[config.mk]
export PLATFORM = sky130hd
export DESIGN_NAME = gpsc_top
export DESIGN_NICKNAME = d
export VERILOG_FILES = /design/src/rtl/gpsc_pkg.sv /design/src/rtl/gpsc_top.sv
export SDC_FILE = /design/constraint.sdc
export NUM_CORES = 1
export LEC_CHECK = 0
export BUFFER_PORTS_ARGS = -buffer_cell sky130_fd_sc_hd__buf_2
export CAP_MARGIN = 15
export CELL_PAD_IN_SITES_DETAIL_PLACEMENT = 1
export CELL_PAD_IN_SITES_GLOBAL_PLACEMENT = 1
export CORE_ASPECT_RATIO = 0.75
export CORE_MARGIN = 2
export CORE_UTILIZATION = 45
export CTS_BUF_LIST = sky130_fd_sc_hd__clkbuf_8 sky130_fd_sc_hd__clkbuf_16
export CTS_CLUSTER_SIZE = 20
export DETAILED_ROUTE_END_ITERATION = 16
export PLACE_DENSITY = 0.81
export SKIP_LAST_GASP = 1
export SLEW_MARGIN = 5
export SYNTH_ARGS = -nofsm -noshare
export SYNTH_HDL_FRONTEND = slang
export SYNTH_SLANG_ARGS = --single-unit
[constraint.sdc]
create_clock -name clk_i -period 3 [get_ports clk_i]
set_clock_uncertainty 0.1 [all_clocks]
set_input_delay 0.3 -clock clk_i [delete_from_list [all_inputs] [get_ports clk_i]]
set_output_delay 0.3 -clock clk_i [all_outputs]
set_load 0.02 [all_outputs]
[src/rtl/gpsc_pkg.sv]
// package: offsets, fields, reset values and carriers of the global
// pin-mux / suspend configuration block.
// assumes a plain register port with index-wide address and byte data.
// Function
// - suspend control resets zero; bit5 alternate id
// - bit0 set enters software suspend state
// - any ring indicator edge ends suspend
// - bit7 enables low-memory flash segment
// - bit6 enables top-of-memory flash segment
// - bits 5,4 enable further high segments
// - bit3 drives flash addr bit18 on pin
// - bit2 clear blocks flash write cycles
// - bit1 drives flash addr bit19 on pin
// - bits 7-3 from straps, 2-0 zero
// - set one selects flash data or gpio
// - set two selects flash address or gpio
// - set two written only when device 05h
// - set three selects flash address or gpio
// - logical device select register steers only set two writes
`default_nettype none
package gpsc_pkg;
    localparam logic [7:0] ADDR_LDSEL = 8'h07;
    localparam logic [7:0] ADDR_SUSP = 8'h23;
    localparam logic [7:0] ADDR_CLKFL = 8'h24;
    localparam logic [7:0] ADDR_SEL1 = 8'h25;
    localparam logic [7:0] ADDR_SEL2 = 8'h26;
    localparam logic [7:0] ADDR_SEL3 = 8'h27;
    localparam logic [7:0] RST_LDSEL = 8'h00;
    localparam logic [7:0] RST_SUSP = 8'h00;
    localparam logic [7:0] RST_SEL = 8'h00;
    localparam logic [2:0] RST_CLKFL_LOW = 3'h0;
    localparam logic [7:0] LD_GPIO = 8'h05;
    localparam logic [7:0] SUSP_WMASK = 8'hef;
    localparam int SUSP_EN_BIT = 0;
    localparam int ALT_ID_BIT = 5;
    localparam int SEG4_BIT = 7;
    localparam int SEG3_BIT = 6;
    localparam int SEG2_BIT = 5;
    localparam int SEG1_BIT = 4;
    localparam int FL4M_BIT = 3;
    localparam int FLWR_BIT = 2;
    localparam int FL8M_BIT = 1;
    localparam int CLKSEL_BIT = 0;

    typedef struct packed {
        logic [7:0] addr;
        logic [7:0] wdata;
        logic wr;
        logic rd;
    } gpsc_req_t;

    typedef struct packed {
        logic [7:0] ldsel;
        logic [7:0] susp;
        logic [7:0] clkfl;
        logic [7:0] sel1;
        logic [7:0] sel2;
        logic [7:0] sel3;
        logic [7:0] rdata;
        logic strap_done;
        logic [1:0] ri_prev;
        logic ri_valid;
    } gpsc_state_t;
endpackage : gpsc_pkg
`default_nettype wire

[src/rtl/gpsc_top.sv]
// module: global configuration registers, software suspend with ring
// wake-up, flash segment enables and per-pin function selects.
// assumes straps stable around reset release; ring inputs asynchronous.
`default_nettype none
module gpsc_top (
    // clock and reset
    input wire logic clk_i,
    input wire logic rst_n_i,
    // register port
    input wire gpsc_pkg::gpsc_req_t req_i,
    output logic [7:0] rdata_o,
    // straps and ring inputs
    input wire logic [4:0] strap_i,
    input wire logic ring_indicator_one_n_i,
    input wire logic ring_indicator_two_n_i,
    // control outputs
    output logic suspend_o,
    output logic alt_id_en_o,
    output logic [1:0] scramble_presence_in_sel_o,
    output logic [3:0] flash_seg_en_o,
    output logic flash_wr_en_o,
    output logic flash_addr_bit18_en_o,
    output logic flash_addr_bit19_en_o,
    output logic input_clock_sel_o,
    output logic [7:0] logical_device_select_o,
    output logic [7:0] gpio_sel_one_o,
    output logic [7:0] gpio_sel_two_o,
    output logic [7:0] gpio_sel_three_o
);
    gpsc_pkg::gpsc_state_t st;
    gpsc_pkg::gpsc_state_t next_st;
    logic [1:0] ri_meta;
    logic [1:0] ri_sync;
    logic ri_edge;

    // two-stage synchroniser for ring inputs
    always_ff @(posedge clk_i or negedge rst_n_i) begin
        if (!rst_n_i) begin
            ri_meta <= 2'h3;
            ri_sync <= 2'h3;
        end else begin
            ri_meta <= {ring_indicator_two_n_i, ring_indicator_one_n_i};
            ri_sync <= ri_meta;
        end
    end

    // either polarity on either input is a wake event
    assign ri_edge = st.ri_valid && (ri_sync != st.ri_prev);

    always_comb begin
        next_st = st;
        next_st.ri_prev = ri_sync;
        next_st.ri_valid = 1'b1;
        next_st.rdata = 8'h00;
        // straps captured once after reset release
        if (!st.strap_done) begin
            next_st.clkfl = {strap_i, st.clkfl[2:0]};
            next_st.strap_done = 1'b1;
        end
        if (req_i.wr) begin
            if (req_i.addr == gpsc_pkg::ADDR_LDSEL) begin
                next_st.ldsel = req_i.wdata;
            end else if (req_i.addr == gpsc_pkg::ADDR_SUSP) begin
                next_st.susp = req_i.wdata & gpsc_pkg::SUSP_WMASK;
            end else if (req_i.addr == gpsc_pkg::ADDR_CLKFL) begin
                next_st.clkfl = req_i.wdata;
            end else if (req_i.addr == gpsc_pkg::ADDR_SEL1) begin
                next_st.sel1 = req_i.wdata;
            end else if (req_i.addr == gpsc_pkg::ADDR_SEL2) begin
                if (st.ldsel == gpsc_pkg::LD_GPIO) begin
                    next_st.sel2 = req_i.wdata;
                end
            end else if (req_i.addr == gpsc_pkg::ADDR_SEL3) begin
                next_st.sel3 = req_i.wdata;
            end
        end
        // wake event wins over a simultaneous write setting suspend
        if (ri_edge) begin
            next_st.susp[gpsc_pkg::SUSP_EN_BIT] = 1'b0;
        end
        if (req_i.rd) begin
            if (req_i.addr == gpsc_pkg::ADDR_LDSEL) begin
                next_st.rdata = st.ldsel;
            end else if (req_i.addr == gpsc_pkg::ADDR_SUSP) begin
                next_st.rdata = st.susp;
            end else if (req_i.addr == gpsc_pkg::ADDR_CLKFL) begin
                next_st.rdata = st.clkfl;
            end else if (req_i.addr == gpsc_pkg::ADDR_SEL1) begin
                next_st.rdata = st.sel1;
            end else if (req_i.addr == gpsc_pkg::ADDR_SEL2) begin
                next_st.rdata = st.sel2;
            end else if (req_i.addr == gpsc_pkg::ADDR_SEL3) begin
                next_st.rdata = st.sel3;
            end
        end
    end

    always_ff @(posedge clk_i or negedge rst_n_i) begin
        if (!rst_n_i) begin
            st.ldsel <= gpsc_pkg::RST_LDSEL;
            st.susp <= gpsc_pkg::RST_SUSP;
            st.clkfl <= {5'h00, gpsc_pkg::RST_CLKFL_LOW};
            st.sel1 <= gpsc_pkg::RST_SEL;
            st.sel2 <= gpsc_pkg::RST_SEL;
            st.sel3 <= gpsc_pkg::RST_SEL;
            st.rdata <= 8'h00;
            st.strap_done <= 1'b0;
            st.ri_prev <= 2'h3;
            st.ri_valid <= 1'b0;
        end else begin
            st <= next_st;
        end
    end

    assign rdata_o = st.rdata;
    assign suspend_o = st.susp[gpsc_pkg::SUSP_EN_BIT];
    assign alt_id_en_o = st.susp[gpsc_pkg::ALT_ID_BIT];
    assign scramble_presence_in_sel_o = st.susp[7:6];
    assign flash_seg_en_o[3] = st.clkfl[gpsc_pkg::SEG4_BIT];
    assign flash_seg_en_o[2] = st.clkfl[gpsc_pkg::SEG3_BIT];
    assign flash_seg_en_o[1] = st.clkfl[gpsc_pkg::SEG2_BIT];
    assign flash_seg_en_o[0] = st.clkfl[gpsc_pkg::SEG1_BIT];
    assign flash_wr_en_o = st.clkfl[gpsc_pkg::FLWR_BIT];
    assign flash_addr_bit18_en_o = st.clkfl[gpsc_pkg::FL4M_BIT];
    assign flash_addr_bit19_en_o = st.clkfl[gpsc_pkg::FL8M_BIT];
    assign input_clock_sel_o = st.clkfl[gpsc_pkg::CLKSEL_BIT];
    assign logical_device_select_o = st.ldsel;
    assign gpio_sel_one_o = st.sel1;
    assign gpio_sel_two_o = st.sel2;
    assign gpio_sel_three_o = st.sel3;
endmodule : gpsc_top
`default_nettype wire
==> results list, run 1 <==
- Status: finished, final reports clean
- For this run, the slowest stage of the critical path takes 670 ps.
- Setup violations, final: 0
- By startpoint and endpoint, the worst setup path is classified as primary input to flop.
- Traced cell by cell, the critical path runs through buf_2 > or4_1 > nand2b_4 > nor3b_4 > mux2_2.
- The cell sitting at the root of the clock tree is a sky130_fd_sc_hd__clkbuf_8.
* TritonCTS clock tree: yes
- Average instance area after synthesis: 13.2 µm²
* Total Power: 1890 µW
* FP Rows: 25
* Starting Density: 47.5%
- Final Hold Violating Endpoints: 0
- The worst path meets setup with 847 ps of slack.
- Port-buffer cells: 78
* Clock Path Buffers: 2
- For the pin with the worst max-slew slack, the measured transition is 796 ps.
- The routed design uses 3130 µm of met2 wire.
- Counting both buffers and inverters, the worst setup path holds a total of 1.
- For this design the ratio of total power to cell area is 552 nW/µm².
* Pre-CTS setup slack: 498 ps
* Number of H-tree levels: 3
* Clock insertion delay at the later pin of the skew report: 350 ps
- The Yosys step of the flow raised 0 warnings.
- Class of the tightest hold or removal check: primary input to async pin
* Largest net degree at the start of global routing: 63
- Arrival time of the worst setup path: 2280 ps
- The worst setup path is captured at a flop.
* Number of buffers created by CTS: 9
- Final setup TNS: 0 ps
- The max-slew violation count was 0.
- Across every metal layer, demand over resource in global routing totals 20.7%.
- For this block, wires on met1 add up to 3290 µm.
- The first global-routing pass estimated 11300 µm of wire.
* Synthesized netlist cell count: 230
- Data required time at the worst endpoint: 3120 ps
- The floorplan step set the die height to 75.2 µm.
* Final global-route overflow total: 0
* Core occupancy in the finished layout: 53.2%
- Last weighted congestion value of the routability-driven placer: 0.763
* Clock edge transition at the registers on the reported setup and hold paths: 70 ps
* Area overhead of the layout relative to synthesis: 12.2%
* Area of the mapped netlist: 3040 µm²
- Headroom to the max-slew limit came out at 46.9%.
* Final wirelength: 6990 µm
* Vias in the first global route: 2048
* Number of antenna violations at the first check in global routing: 0
- VDD sags by at most 0.297 mV.
- Final Cycle Share: 71.8%
- Via density per instance: 5.28
* Post-DR wirelength/cell: 19.6 µm
* Number of maximum-capacitance violations: 0
- Static Leak: 0.00178 µW
- Die width: 99.0 µm
- The slowest stage of the critical path is the sky130_fd_sc_hd__or4_1 cell.
- Total number of nets in the final design: 298
* Antenna cells: 0
* Post-DP HPWL: 4800 µm
- Synthesis inferred 62 register bits.
- For this design the top-level I/O count stands at 79.
- STA classifies the critical path startpoint as a primary input.
- In the routed design, unresolved DRC markers number 0.
* Number of detailed-route iterations in the first pass: 4
* Final critical delay including setup and external delays: 2150 ps
* Peak fanout along the critical path: 8
- Number of distinct standard cells referenced by the synthesized netlist: 32
* Fmax: 0.464 GHz
- Top layer in use: met4
* Top delay family on crit path: simple AND/OR/NAND/NOR gates
- In this run the remaining antenna-violating nets after routing total 0.
* Amount of wire on met3 after detailed routing: 466 µm
* TritonCTS Sinks: 62
- When the netlist entered floorplanning its net count stood at 257.
- Setup repair after global routing left no endpoint under its margin.
* Via count of the routed design: 1886
* Share of final-layout standard cells stronger than drive strength 1: 56.5%
- The floorplan step defined a die boundary enclosing 7440 µm².
* Initial drt markers: 96
* Sequential fraction of the synthesis area: 51.2%
- Floorplan Core Area: 6410 µm²
[cell families after synthesis]
kind of cell	count (synthesis)	synth area share, %
AO/OA/AOI/OAI	14	2.71
XOR/XNOR	3	0.864
buffers and inverters	59	13.1
flip-flops	62	51.2
multiplexers	62	25.4
other	1	0.123
AND/OR/NAND/NOR	29	6.62
[synth_stat cells]
cell                        n  area share (%)
sky130_fd_sc_hd__dfrtp_1   56              46
sky130_fd_sc_hd__buf_4     46              11
sky130_fd_sc_hd__mux2_2    41              15
sky130_fd_sc_hd__mux2i_1   13             4.3
sky130_fd_sc_hd__nand2_1   10             1.2
sky130_fd_sc_hd__mux4_2     8             5.9
sky130_fd_sc_hd__inv_1      7            0.86
sky130_fd_sc_hd__o22ai_1    7             1.4
sky130_fd_sc_hd__dfstp_2    6             5.2
sky130_fd_sc_hd__o21ai_0    5            0.82
sky130_fd_sc_hd__buf_2      3            0.49
sky130_fd_sc_hd__nor2_1     3            0.37
sky130_fd_sc_hd__buf_1      2            0.25
sky130_fd_sc_hd__nand3_1    2            0.33
sky130_fd_sc_hd__nor2_2     2            0.41
sky130_fd_sc_hd__nor2b_1    2            0.41
sky130_fd_sc_hd__xnor2_1    2            0.58
sky130_fd_sc_hd__a21oi_1    1            0.16
sky130_fd_sc_hd__a32oi_1    1            0.29
sky130_fd_sc_hd__and3_1     1            0.21
sky130_fd_sc_hd__clkbuf_1   1            0.12
sky130_fd_sc_hd__conb_1     1            0.12
sky130_fd_sc_hd__nand2b_1   1            0.21
sky130_fd_sc_hd__nand2b_4   1            0.45
sky130_fd_sc_hd__nand3_2    1            0.33
sky130_fd_sc_hd__nor3b_4    1            0.62
sky130_fd_sc_hd__nor4_4     1            0.70
sky130_fd_sc_hd__nor4b_1    1            0.29
sky130_fd_sc_hd__nor4b_2    1            0.49
sky130_fd_sc_hd__nor4bb_1   1            0.33
sky130_fd_sc_hd__or4_1      1            0.25
sky130_fd_sc_hd__xor2_1     1            0.29
[final cells by class]
type / count / area (µm²)
sequential: 62 / 1560
inverter: 7 / 26.3
multi-input combinational: 109 / 1090
clock buffer: 10 / 138
tap: 81 / 101
fill: 668 / 3000
timing repair buffer: 82 / 425
clock inverter: 6 / 77.6
[flip-flops by register name, summed over array words and instances, names as in the netlist]
register	cells
alt_id_en_o	1
flash_addr_bit18_en_o	1
flash_addr_bit19_en_o	1
flash_seg_en_o	4
flash_wr_en_o	1
gpio_sel_one_o	8
gpio_sel_three_o	8
gpio_sel_two_o	8
input_clock_sel_o	1
logical_device_select_o	8
rdata_o	8
ri_meta	2
ri_sync	2
scramble_presence_in_sel_o	2
st	6
suspend_o	1
[layout by cell type (no fill, tap or decap), types with 2 or more instances in the layout]
cell                            netlist  final
sky130_fd_sc_hd__nor2_2               2      2
sky130_fd_sc_hd__buf_4               46      2
sky130_fd_sc_hd__dlygate4sd3_1        0      2
sky130_fd_sc_hd__clkbuf_8             0     10
sky130_fd_sc_hd__inv_1                7      9
sky130_fd_sc_hd__nor2_1               3      3
sky130_fd_sc_hd__nand2_1             10     10
sky130_fd_sc_hd__o22ai_1              7      7
sky130_fd_sc_hd__mux4_2               8      8
sky130_fd_sc_hd__dfstp_2              6      6
sky130_fd_sc_hd__o21ai_0              5      5
sky130_fd_sc_hd__xnor2_1              2      2
sky130_fd_sc_hd__dfrtp_1             56     56
sky130_fd_sc_hd__buf_2                3     78
sky130_fd_sc_hd__clkinv_2             0      2
sky130_fd_sc_hd__mux2i_1             13     13
sky130_fd_sc_hd__mux2_2              41     41
sky130_fd_sc_hd__bufinv_16            0      2
sky130_fd_sc_hd__nor2b_1              2      2
sky130_fd_sc_hd__nand3_1              2      2
[metrics by stage]
step           instances  hold WS [ps]  area (µm²)
2_1_floorplan        230         -95.6        3040
3_3_place_gp         339           246        3180
3_5_place_dp         339           247        3180
4_1_cts              357          42.7        3410
5_1_grt              357          70.3        3410
6_report             357          24.3        3410
[power by group]
group / internal [µW] / leakage, µW / switching (µW) / total, µW
clock network: 482 / 0.000119 / 318 / 800
registers: 873 / 0.000826 / 28.8 / 901
logic: 76.6 / 0.000838 / 108 / 184
[repair_timing]
action | 4_1_cts | 5_1_grt
resized for setup | 0 | 0
hold buffers | 2 | 0
buffers inserted | 0 | 0
hold endpoints to repair | 2 | 0
[routing by layer]
layer  up-vias  track usage [%]
met5         -                0
met1       969             28.2
met2        62             31.5
met4         0             8.22
li1        845                -
met3        10             6.31
[worst paths after layout]
path / cells past startpoint / from / to / slack, ps
hold reg to reg: 0 / ri_meta[0]$_DFF_PN1_ / ri_sync[0]$_DFF_PN1_ / 260
hold / removal: 2 / rst_n_i / rdata_o[4]$_DFF_PN0_ / 20
setup / recovery: 5 / req_i[14] / gpio_sel_one_o[4]$_DFFE_PN0P_ / 850
max in group asynchronous: 2 / rst_n_i / gpio_sel_one_o[0]$_DFFE_PN0P_ / 2250
setup reg to reg: 4 / logical_device_select_o[5]$_DFFE_PN0P_ / gpio_sel_two_o[4]$_DFFE_PN0P_ / 1020
min in group clk_i: 2 / req_i[0] / rdata_o[4]$_DFF_PN0_ / 120
(Power assumes the default switching activity.)
==> inputs of run 2 (changes only) <==
--- a/config.mk
+++ b/config.mk
@@ -11,11 +11,11 @@
 export CELL_PAD_IN_SITES_GLOBAL_PLACEMENT = 1
 export CORE_ASPECT_RATIO = 0.75
 export CORE_MARGIN = 2
-export CORE_UTILIZATION = 45
+export CORE_UTILIZATION = 42
 export CTS_BUF_LIST = sky130_fd_sc_hd__clkbuf_8 sky130_fd_sc_hd__clkbuf_16
 export CTS_CLUSTER_SIZE = 20
 export DETAILED_ROUTE_END_ITERATION = 16
-export PLACE_DENSITY = 0.81
+export PLACE_DENSITY = 0.77
 export SKIP_LAST_GASP = 1
 export SLEW_MARGIN = 5
 export SYNTH_ARGS = -nofsm -noshare
==> constraint.sdc (replaced) <==
create_clock -name clk_i -period 2.04 [get_ports clk_i]
set_clock_uncertainty 0.1 [all_clocks]
set_input_delay 0.204 -clock clk_i [delete_from_list [all_inputs] [get_ports clk_i]]
set_output_delay 0.204 -clock clk_i [all_outputs]
set_load 0.02 [all_outputs]
==> results list, run 2 (same netlist as run 1, synthesis figures left out) <==
- Status: finished, final reports clean
- Area overhead of the layout relative to synthesis: 16.7%
- Initial drt markers: 107 (+11%)
- Worst path setup slack after routing: 107 ps (-740 ps)
* Last weighted congestion value of the routability-driven placer: 0.843 (+11%)
- The final setup violation count came to 0 (unchanged).
* Vias in the first global route: 2083 (+1.7%)
- The design area is 3550 µm² (+4.1%).
- Post-cts gate resize count: 0 (unchanged)
* Most common cell after layout, fill and taps aside: sky130_fd_sc_hd__buf_2
* Slew at the pin with the worst max-slew slack: 571 ps (-225 ps)
- Clock insertion delay at the later pin of the skew report: 340 ps (about the same)
* TritonCTS Sinks: 62 (unchanged)
* Critical Path Source Type: flop
- The placed standard-cell area came to 3350 µm² (+5.4%).
- Cell at the root of the clock tree: sky130_fd_sc_hd__clkbuf_8
- The worst stage delay on the critical path is 420 ps (-250 ps).
* Ratio of total power to cell area: 720 nW/µm² (+30%)
* Static Leak: 0.00186 µW (+4.2%)
- The critical path in this run is classified as flop to flop.
- The worst slack at placement was -54.7 ps (-553 ps).
* Critical path capture point type: flop
- The effective utilization at floorplan was 43.9% (-3.5 points).
- The H-tree depth reported by CTS came to 3 (unchanged).
- Top Ports: 79 (unchanged)
* Via count of the routed design: 1972 (+4.6%)
- Final ANT Viol Nets: 0 (unchanged)
- The number of filler instances in the final layout is 745 (+12%).
- The overall track demand over capacity in global routing is 20.9% (+0.23 points).
- Leaving out fill and tap cells, the most frequent cells in the layout are 78 x sky130_fd_sc_hd__buf_2, 56 x sky130_fd_sc_hd__dfrtp_1, 41 x sky130_fd_sc_hd__mux2_2, 14 x sky130_fd_sc_hd__buf_4, 13 x sky130_fd_sc_hd__mux2i_1.
- FP Rows: 26 (+4.0%)
- The post-detailed-route DRC marker count is 0 (unchanged).
* Area of the multi-input gates: 1090 µm² (unchanged)
- Class of the tightest hold or removal check: primary input to flop
- The number of port buffers is 78 (unchanged).
- The worst path in the final design needs a cycle of 1930 ps, including I/O delays and setup.
- Arrival time of the worst setup path: 2050 ps (-230 ps)
- Final wirelength: 7640 µm (+9.4%)
- Antenna cells: 0 (unchanged)
- Dividing the final minimum period by the clock period gives 94.8%.
* Peak fanout along the critical path: 6 (-2)
* Largest net degree at the start of global routing: 63 (unchanged)
- The worst supply voltage drop on vdd came to 0.357 mV (+20%).
- Y dimension of the die: 77.7 µm (+3.3%)
* Global-route wire length before repair: 12100 µm (+7.4%)
* Post-DR wirelength/cell: 19.6 µm (+0.12%)
- Crit-path slowest cell: sky130_fd_sc_hd__dfrtp_1
- Clock edge transition at the registers on the reported setup and hold paths: 70 ps (about the same)
- TritonCTS built the clock tree.
- Post-DP HPWL: 5540 µm (+15%)
* Total number of nets in the final design: 314 (+5.4%)
- The max capacitance violation total was 0 (unchanged).
- Final-layout worst hold slack: 53.5 ps (+29.2 ps)
- Slew HR: 61.9% (+15 points)
- The total global routing overflow came to 0 (unchanged).
* Area of the die: 7950 µm² (+6.8%)
- Number of antenna violations at the first check in global routing: 0 (unchanged)
- Fin. max-slew vios: 0 (unchanged)
- Data required time at the worst endpoint: 2160 ps (-960 ps)
* Final Hold Violating Endpoints: 0 (unchanged)
- The maximum buffer depth of the clock tree came to 2 (unchanged).
- Cell depth of the worst min-delay path: 2
- Ordered cell list for the critical path: nor4bb_1 > nand3_1 > nor2_2 > buf_12 > mux2_2
- Fmax: 0.517 GHz
- The post-detailed-route via-to-cell ratio was 5.06 (-4.3%).
* Unrepaired setup endpoints after global routing: no
- The area of all sequential standard cells is 1560 µm² (unchanged).
- The total iterations of the first detailed-routing run was 4 (unchanged).
* Number of buffers created by CTS: 9 (unchanged)
- Worst Reg-to-Reg Cells: 5 (+1)
* Die width: 102 µm (+3.4%)
* Floorplan Core Area: 6930 µm² (+8.1%)
- Share of final-layout standard cells stronger than drive strength 1: 58.2% (+1.7 points)
run 2: stage by stage:
| stage | instances | util [%] | power [µW] | TNS (ps) |
|---|---|---|---|---|
| floorplan | 230 | - | 1530 | 0 |
| global placement | 371 | 48.3 | 1620 | -152 |
| detailed placement | 371 | 48.3 | 1640 | -527 |
| CTS | 390 | 51.3 | 2580 | 0 |
| global route | 390 | 51.3 | 2670 | 0 |
| finish | 390 | 51.3 | 2560 | 0 |
run 2: layout make-up:
| cell class | count | area share [%] |
|---|---|---|
| multi-input cells | 109 | 30.6 |
| well taps | 98 | 3.45 |
| clock buffers | 11 | 4.26 |
| inverters | 7 | 0.740 |
| repair buffers | 98 | 16.5 |
| clock inverters | 5 | 0.599 |
| flip-flops and latches | 62 | 43.9 |
run 2: per-layer routing:
layer | GRT usage, % | share of wire, % | wire, µm
met4 | 5.20 | 0.88 | 67
met5 | 0 | 0 | 0
met3 | 5.23 | 6.0 | 461
met1 | 30.5 | 47 | 3610
met2 | 31.4 | 46 | 3510
run 2: repair_timing:
| action | in CTS | in global routing |
|---|---|---|
| hold endpoints to repair | 58 | 0 |
| hold buffers | 3 | 0 |
| buffers inserted | 0 | 0 |
run 2: power by group:
part	internal (µW)	switching (µW)	total (µW)
clock network	490	451	941
logic	122	166	288
registers	1280	45.1	1330
total	1890	662	2560
run 2: critical path, delay by kind of cell, from the launching register on:
kind | cells | cell delay [ps]
buf+inv | 1 | 150
flops | 1 | 420
simple gates | 3 | 800
mux | 1 | 340
run 2: final timing paths:
check / to / slack (ps) / from
max: gpio_sel_two_o[1]$_DFFE_PN0P_ / 110 / logical_device_select_o[5]$_DFFE_PN0P_
min: rdata_o[4]$_DFF_PN0_ / 50 / req_i[0]
max reg2reg: gpio_sel_two_o[1]$_DFFE_PN0P_ / 110 / logical_device_select_o[5]$_DFFE_PN0P_
min reg2reg: ri_sync[1]$_DFF_PN1_ / 260 / ri_meta[1]$_DFF_PN1_
max in group asynchronous: st[2]$_DFF_PN1_ / 1240 / rst_n_i
min in group asynchronous: gpio_sel_one_o[5]$_DFFE_PN0P_ / 300 / rst_n_i
==> inputs of run 3 (changes only) <==
--- a/config.mk
+++ b/config.mk
@@ -10,7 +10,6 @@
 export CELL_PAD_IN_SITES_DETAIL_PLACEMENT = 1
 export CELL_PAD_IN_SITES_GLOBAL_PLACEMENT = 1
 export CORE_ASPECT_RATIO = 0.75
-export CORE_MARGIN = 2
 export CORE_UTILIZATION = 42
 export CTS_BUF_LIST = sky130_fd_sc_hd__clkbuf_8 sky130_fd_sc_hd__clkbuf_16
 export CTS_CLUSTER_SIZE = 20
==> results list, run 3 (same netlist as run 1, synthesis figures left out) <==
- Fmax: 0.550 GHz (+6.3%)
- Top Ports: 79 (unchanged)
- Ordered cell list for the critical path: nor4b_1 > nand3_1 > nor2_2 > buf_4 > mux2_2
* FP Rows: 26 (unchanged)
* Critical Path Source Type: flop
- Most common cell after layout, fill and taps aside: sky130_fd_sc_hd__buf_2
- Global-route wire length before repair: 11300 µm (-7.1%)
- The insertion delay to the later sink of the worst-skew pair was 330 ps (about the same).
* TritonCTS clock tree: yes
- Final wirelength: 7180 µm (-6.1%)
- Biggest cell delay along the critical path: 430 ps (about the same)
* Peak fanout along the critical path: 6 (unchanged)
* Final-layout worst hold slack: 53.9 ps (+0.453 ps)
- The relative max-transition margin is 64.3% (+2.4 points).
- The actual transition at the worst max-transition pin was 535 ps (-36.2 ps).
- Via density per instance: 5.00 (-1.1%)
- The first-iteration detailed-routing DRC count was 64 (-40%).
* Area of the die: 7590 µm² (-4.5%)
* Number of antenna violations at the first check in global routing: 0 (unchanged)
- Clock network fraction of design power: 36.2% (-0.6 points)
* Status: finished, final reports clean
- Global Route Usage Sum: 21.1% (+0.21 points)
- The max capacitance violation total was 0 (unchanged).
* Post-cts gate resize count: 0 (unchanged)
* Port-buffer cells: 78 (unchanged)
- Arrival time of the worst setup path: 1930 ps (-120 ps)
- The final setup violation count came to 0 (unchanged).
- Final Cycle Share: 89.1% (-5.6 points)
- Critical path capture point type: flop
- The critical path data required time is 2160 ps (about the same).
- Net switching component of the power: 635 µW (-4.2%)
- The remaining antenna violation count came to 0 (unchanged).
* Via count of the routed design: 1945 (-1.4%)
- The total iterations of the first detailed-routing run came to 4 (unchanged).
- The die span in x was 100 µm (-2.0%).
- Relative contribution of sequential cells to total power: 52.6% (+0.7 points)
* Vias in the first global route: 2024 (-2.8%)
- Post-DP HPWL: 5320 µm (-3.9%)
- Starting Density: 44.1% (+0.21 points)
* Core occupancy in the finished layout: 51.3% (about the same)
* Clock edge transition at the registers on the reported setup and hold paths: 60 ps (about the same)
- The H-tree depth reported by CTS came to 3 (unchanged).
* Number of buffers created by CTS: 9 (unchanged)
* TritonCTS Sinks: 62 (unchanged)
- Ratio of total power to cell area: 714 nW/µm² (-0.82%)
- Top library cells by usage in the layout, fill and taps aside: 78 x sky130_fd_sc_hd__buf_2, 56 x sky130_fd_sc_hd__dfrtp_1, 41 x sky130_fd_sc_hd__mux2_2, 15 x sky130_fd_sc_hd__buf_4, 13 x sky130_fd_sc_hd__mux2i_1
- Internal power: 1890 µW (-0.30%)
* Antenna cells: 0 (unchanged)
- The global placer's final weighted congestion is 0.775 (-8.1%).
* Category of the critical setup timing path: flop to flop
* Post-DR wirelength/cell: 18.4 µm (-5.9%)
- Final global-route overflow total: 0 (unchanged)
* Fin. max-slew vios: 0 (unchanged)
- Clock Path Buffers: 2 (unchanged)
- Final Hold Violating Endpoints: 0 (unchanged)
* Largest net degree at the start of global routing: 63 (unchanged)
* Share of total power in combinational logic: 11.2% (about the same)
- Static Leak: 0.00185 µW (-0.39%)
- Filler cell count in the final layout: 755 (+1.3%)
- Total number of nets in the final design: 314 (unchanged)
* Final critical delay including setup and external delays: 1820 ps (-115 ps)
- The y dimension of the die is 75.7 µm (-2.6%).
- The area of the placeable core came to 6900 µm² (-0.47%).
- The slowest stage of the critical path belongs to the cell sky130_fd_sc_hd__dfrtp_1.
* Drc violations: 0 (unchanged)
- From synthesis to final layout, the design area changed by 16.2%.
- Unrepaired setup endpoints after global routing: no
* Share of final-layout standard cells stronger than drive strength 1: 58.1% (-0.14 points)
* Maximum resistive drop on vdd: 0.326 mV (-8.5%)
- In this run the worst hold path is classified as primary input to flop.
- Cell at the root of the clock tree: sky130_fd_sc_hd__clkbuf_8
* Switching share of power: 25.1% (-0.75 points)
run 3: path summary, 6_finish.rpt:
kind	startpoint	end	slack (ps)	cells past startpoint
max in group asynchronous	rst_n_i	ri_meta[0]$_DFF_PN1_	1230	3
setup / recovery	logical_device_select_o[1]$_DFFE_PN0P_	gpio_sel_two_o[5]$_DFFE_PN0P_	220	5
min in group asynchronous	rst_n_i	gpio_sel_one_o[5]$_DFFE_PN0P_	310	3
hold reg to reg	ri_meta[1]$_DFF_PN1_	ri_sync[1]$_DFF_PN1_	260	0
hold / removal	req_i[8]	flash_seg_en_o[2]$_DFF_PN0_	50	3
setup reg to reg	logical_device_select_o[1]$_DFFE_PN0P_	gpio_sel_two_o[5]$_DFFE_PN0P_	220	5
run 3: power groups by stage:
stage / registers, µW / logic [µW] / clock network, µW
3_3_place_gp: 1350 / 274 / 0
5_1_grt: 1330 / 309 / 1000
2_1_floorplan: 1340 / 192 / 0
4_1_cts: 1330 / 288 / 947
3_5_place_dp: 1350 / 282 / 0
6_report: 1330 / 283 / 914
run 3: layout make-up:
cell class / instances / area, µm² / share of cell area [%]
Sequential cell: 62 / 1560 / 44.1
Clock inverter: 4 / 16.3 / 0.460
Clock buffer: 11 / 151 / 4.28
Multi-Input combinational cell: 109 / 1090 / 30.7
Timing Repair Buffer: 98 / 573 / 16.2
Inverter: 7 / 26.3 / 0.743
Tap cell: 98 / 123 / 3.47
run 3: worst max-delay path, delay by kind of cell, from the launching register on:
family / cells / cell delay (ps)
simple gates: 3 / 630
mux: 1 / 350
flops: 1 / 430
buf+inv: 1 / 190
run 3: per-stage QoR:
stage | TNS [ps] | total power [µW] | worst slack, ps | std cells | cell area, µm²
2_1_floorplan | 0 | 1530 | 93.7 | 230 | 3040
5_1_grt | 0 | 2650 | 161 | 389 | 3530
4_1_cts | 0 | 2560 | 213 | 389 | 3530
3_5_place_dp | -1770 | 1630 | -101 | 371 | 3340
3_3_place_gp | -514 | 1620 | -35.3 | 371 | 3340
6_report | 0 | 2520 | 221 | 389 | 3530
run 3: what timing repair did:
item / 4_1_cts / 5_1_grt
hold endpoints to repair: 58 / 0
buffers inserted: 0 / 0
hold buffers: 3 / 0
run 3: routing by layer:
| layer | GRT usage (%) | part of all wire [%] | wire, µm |
|---|---|---|---|
| met1 | 27.8 | 47 | 3370 |
| met2 | 34.1 | 47 | 3350 |
| met3 | 6.97 | 5.4 | 390 |
| met4 | 5.80 | 0.91 | 65 |
| met5 | 0 | 0 | 0 |
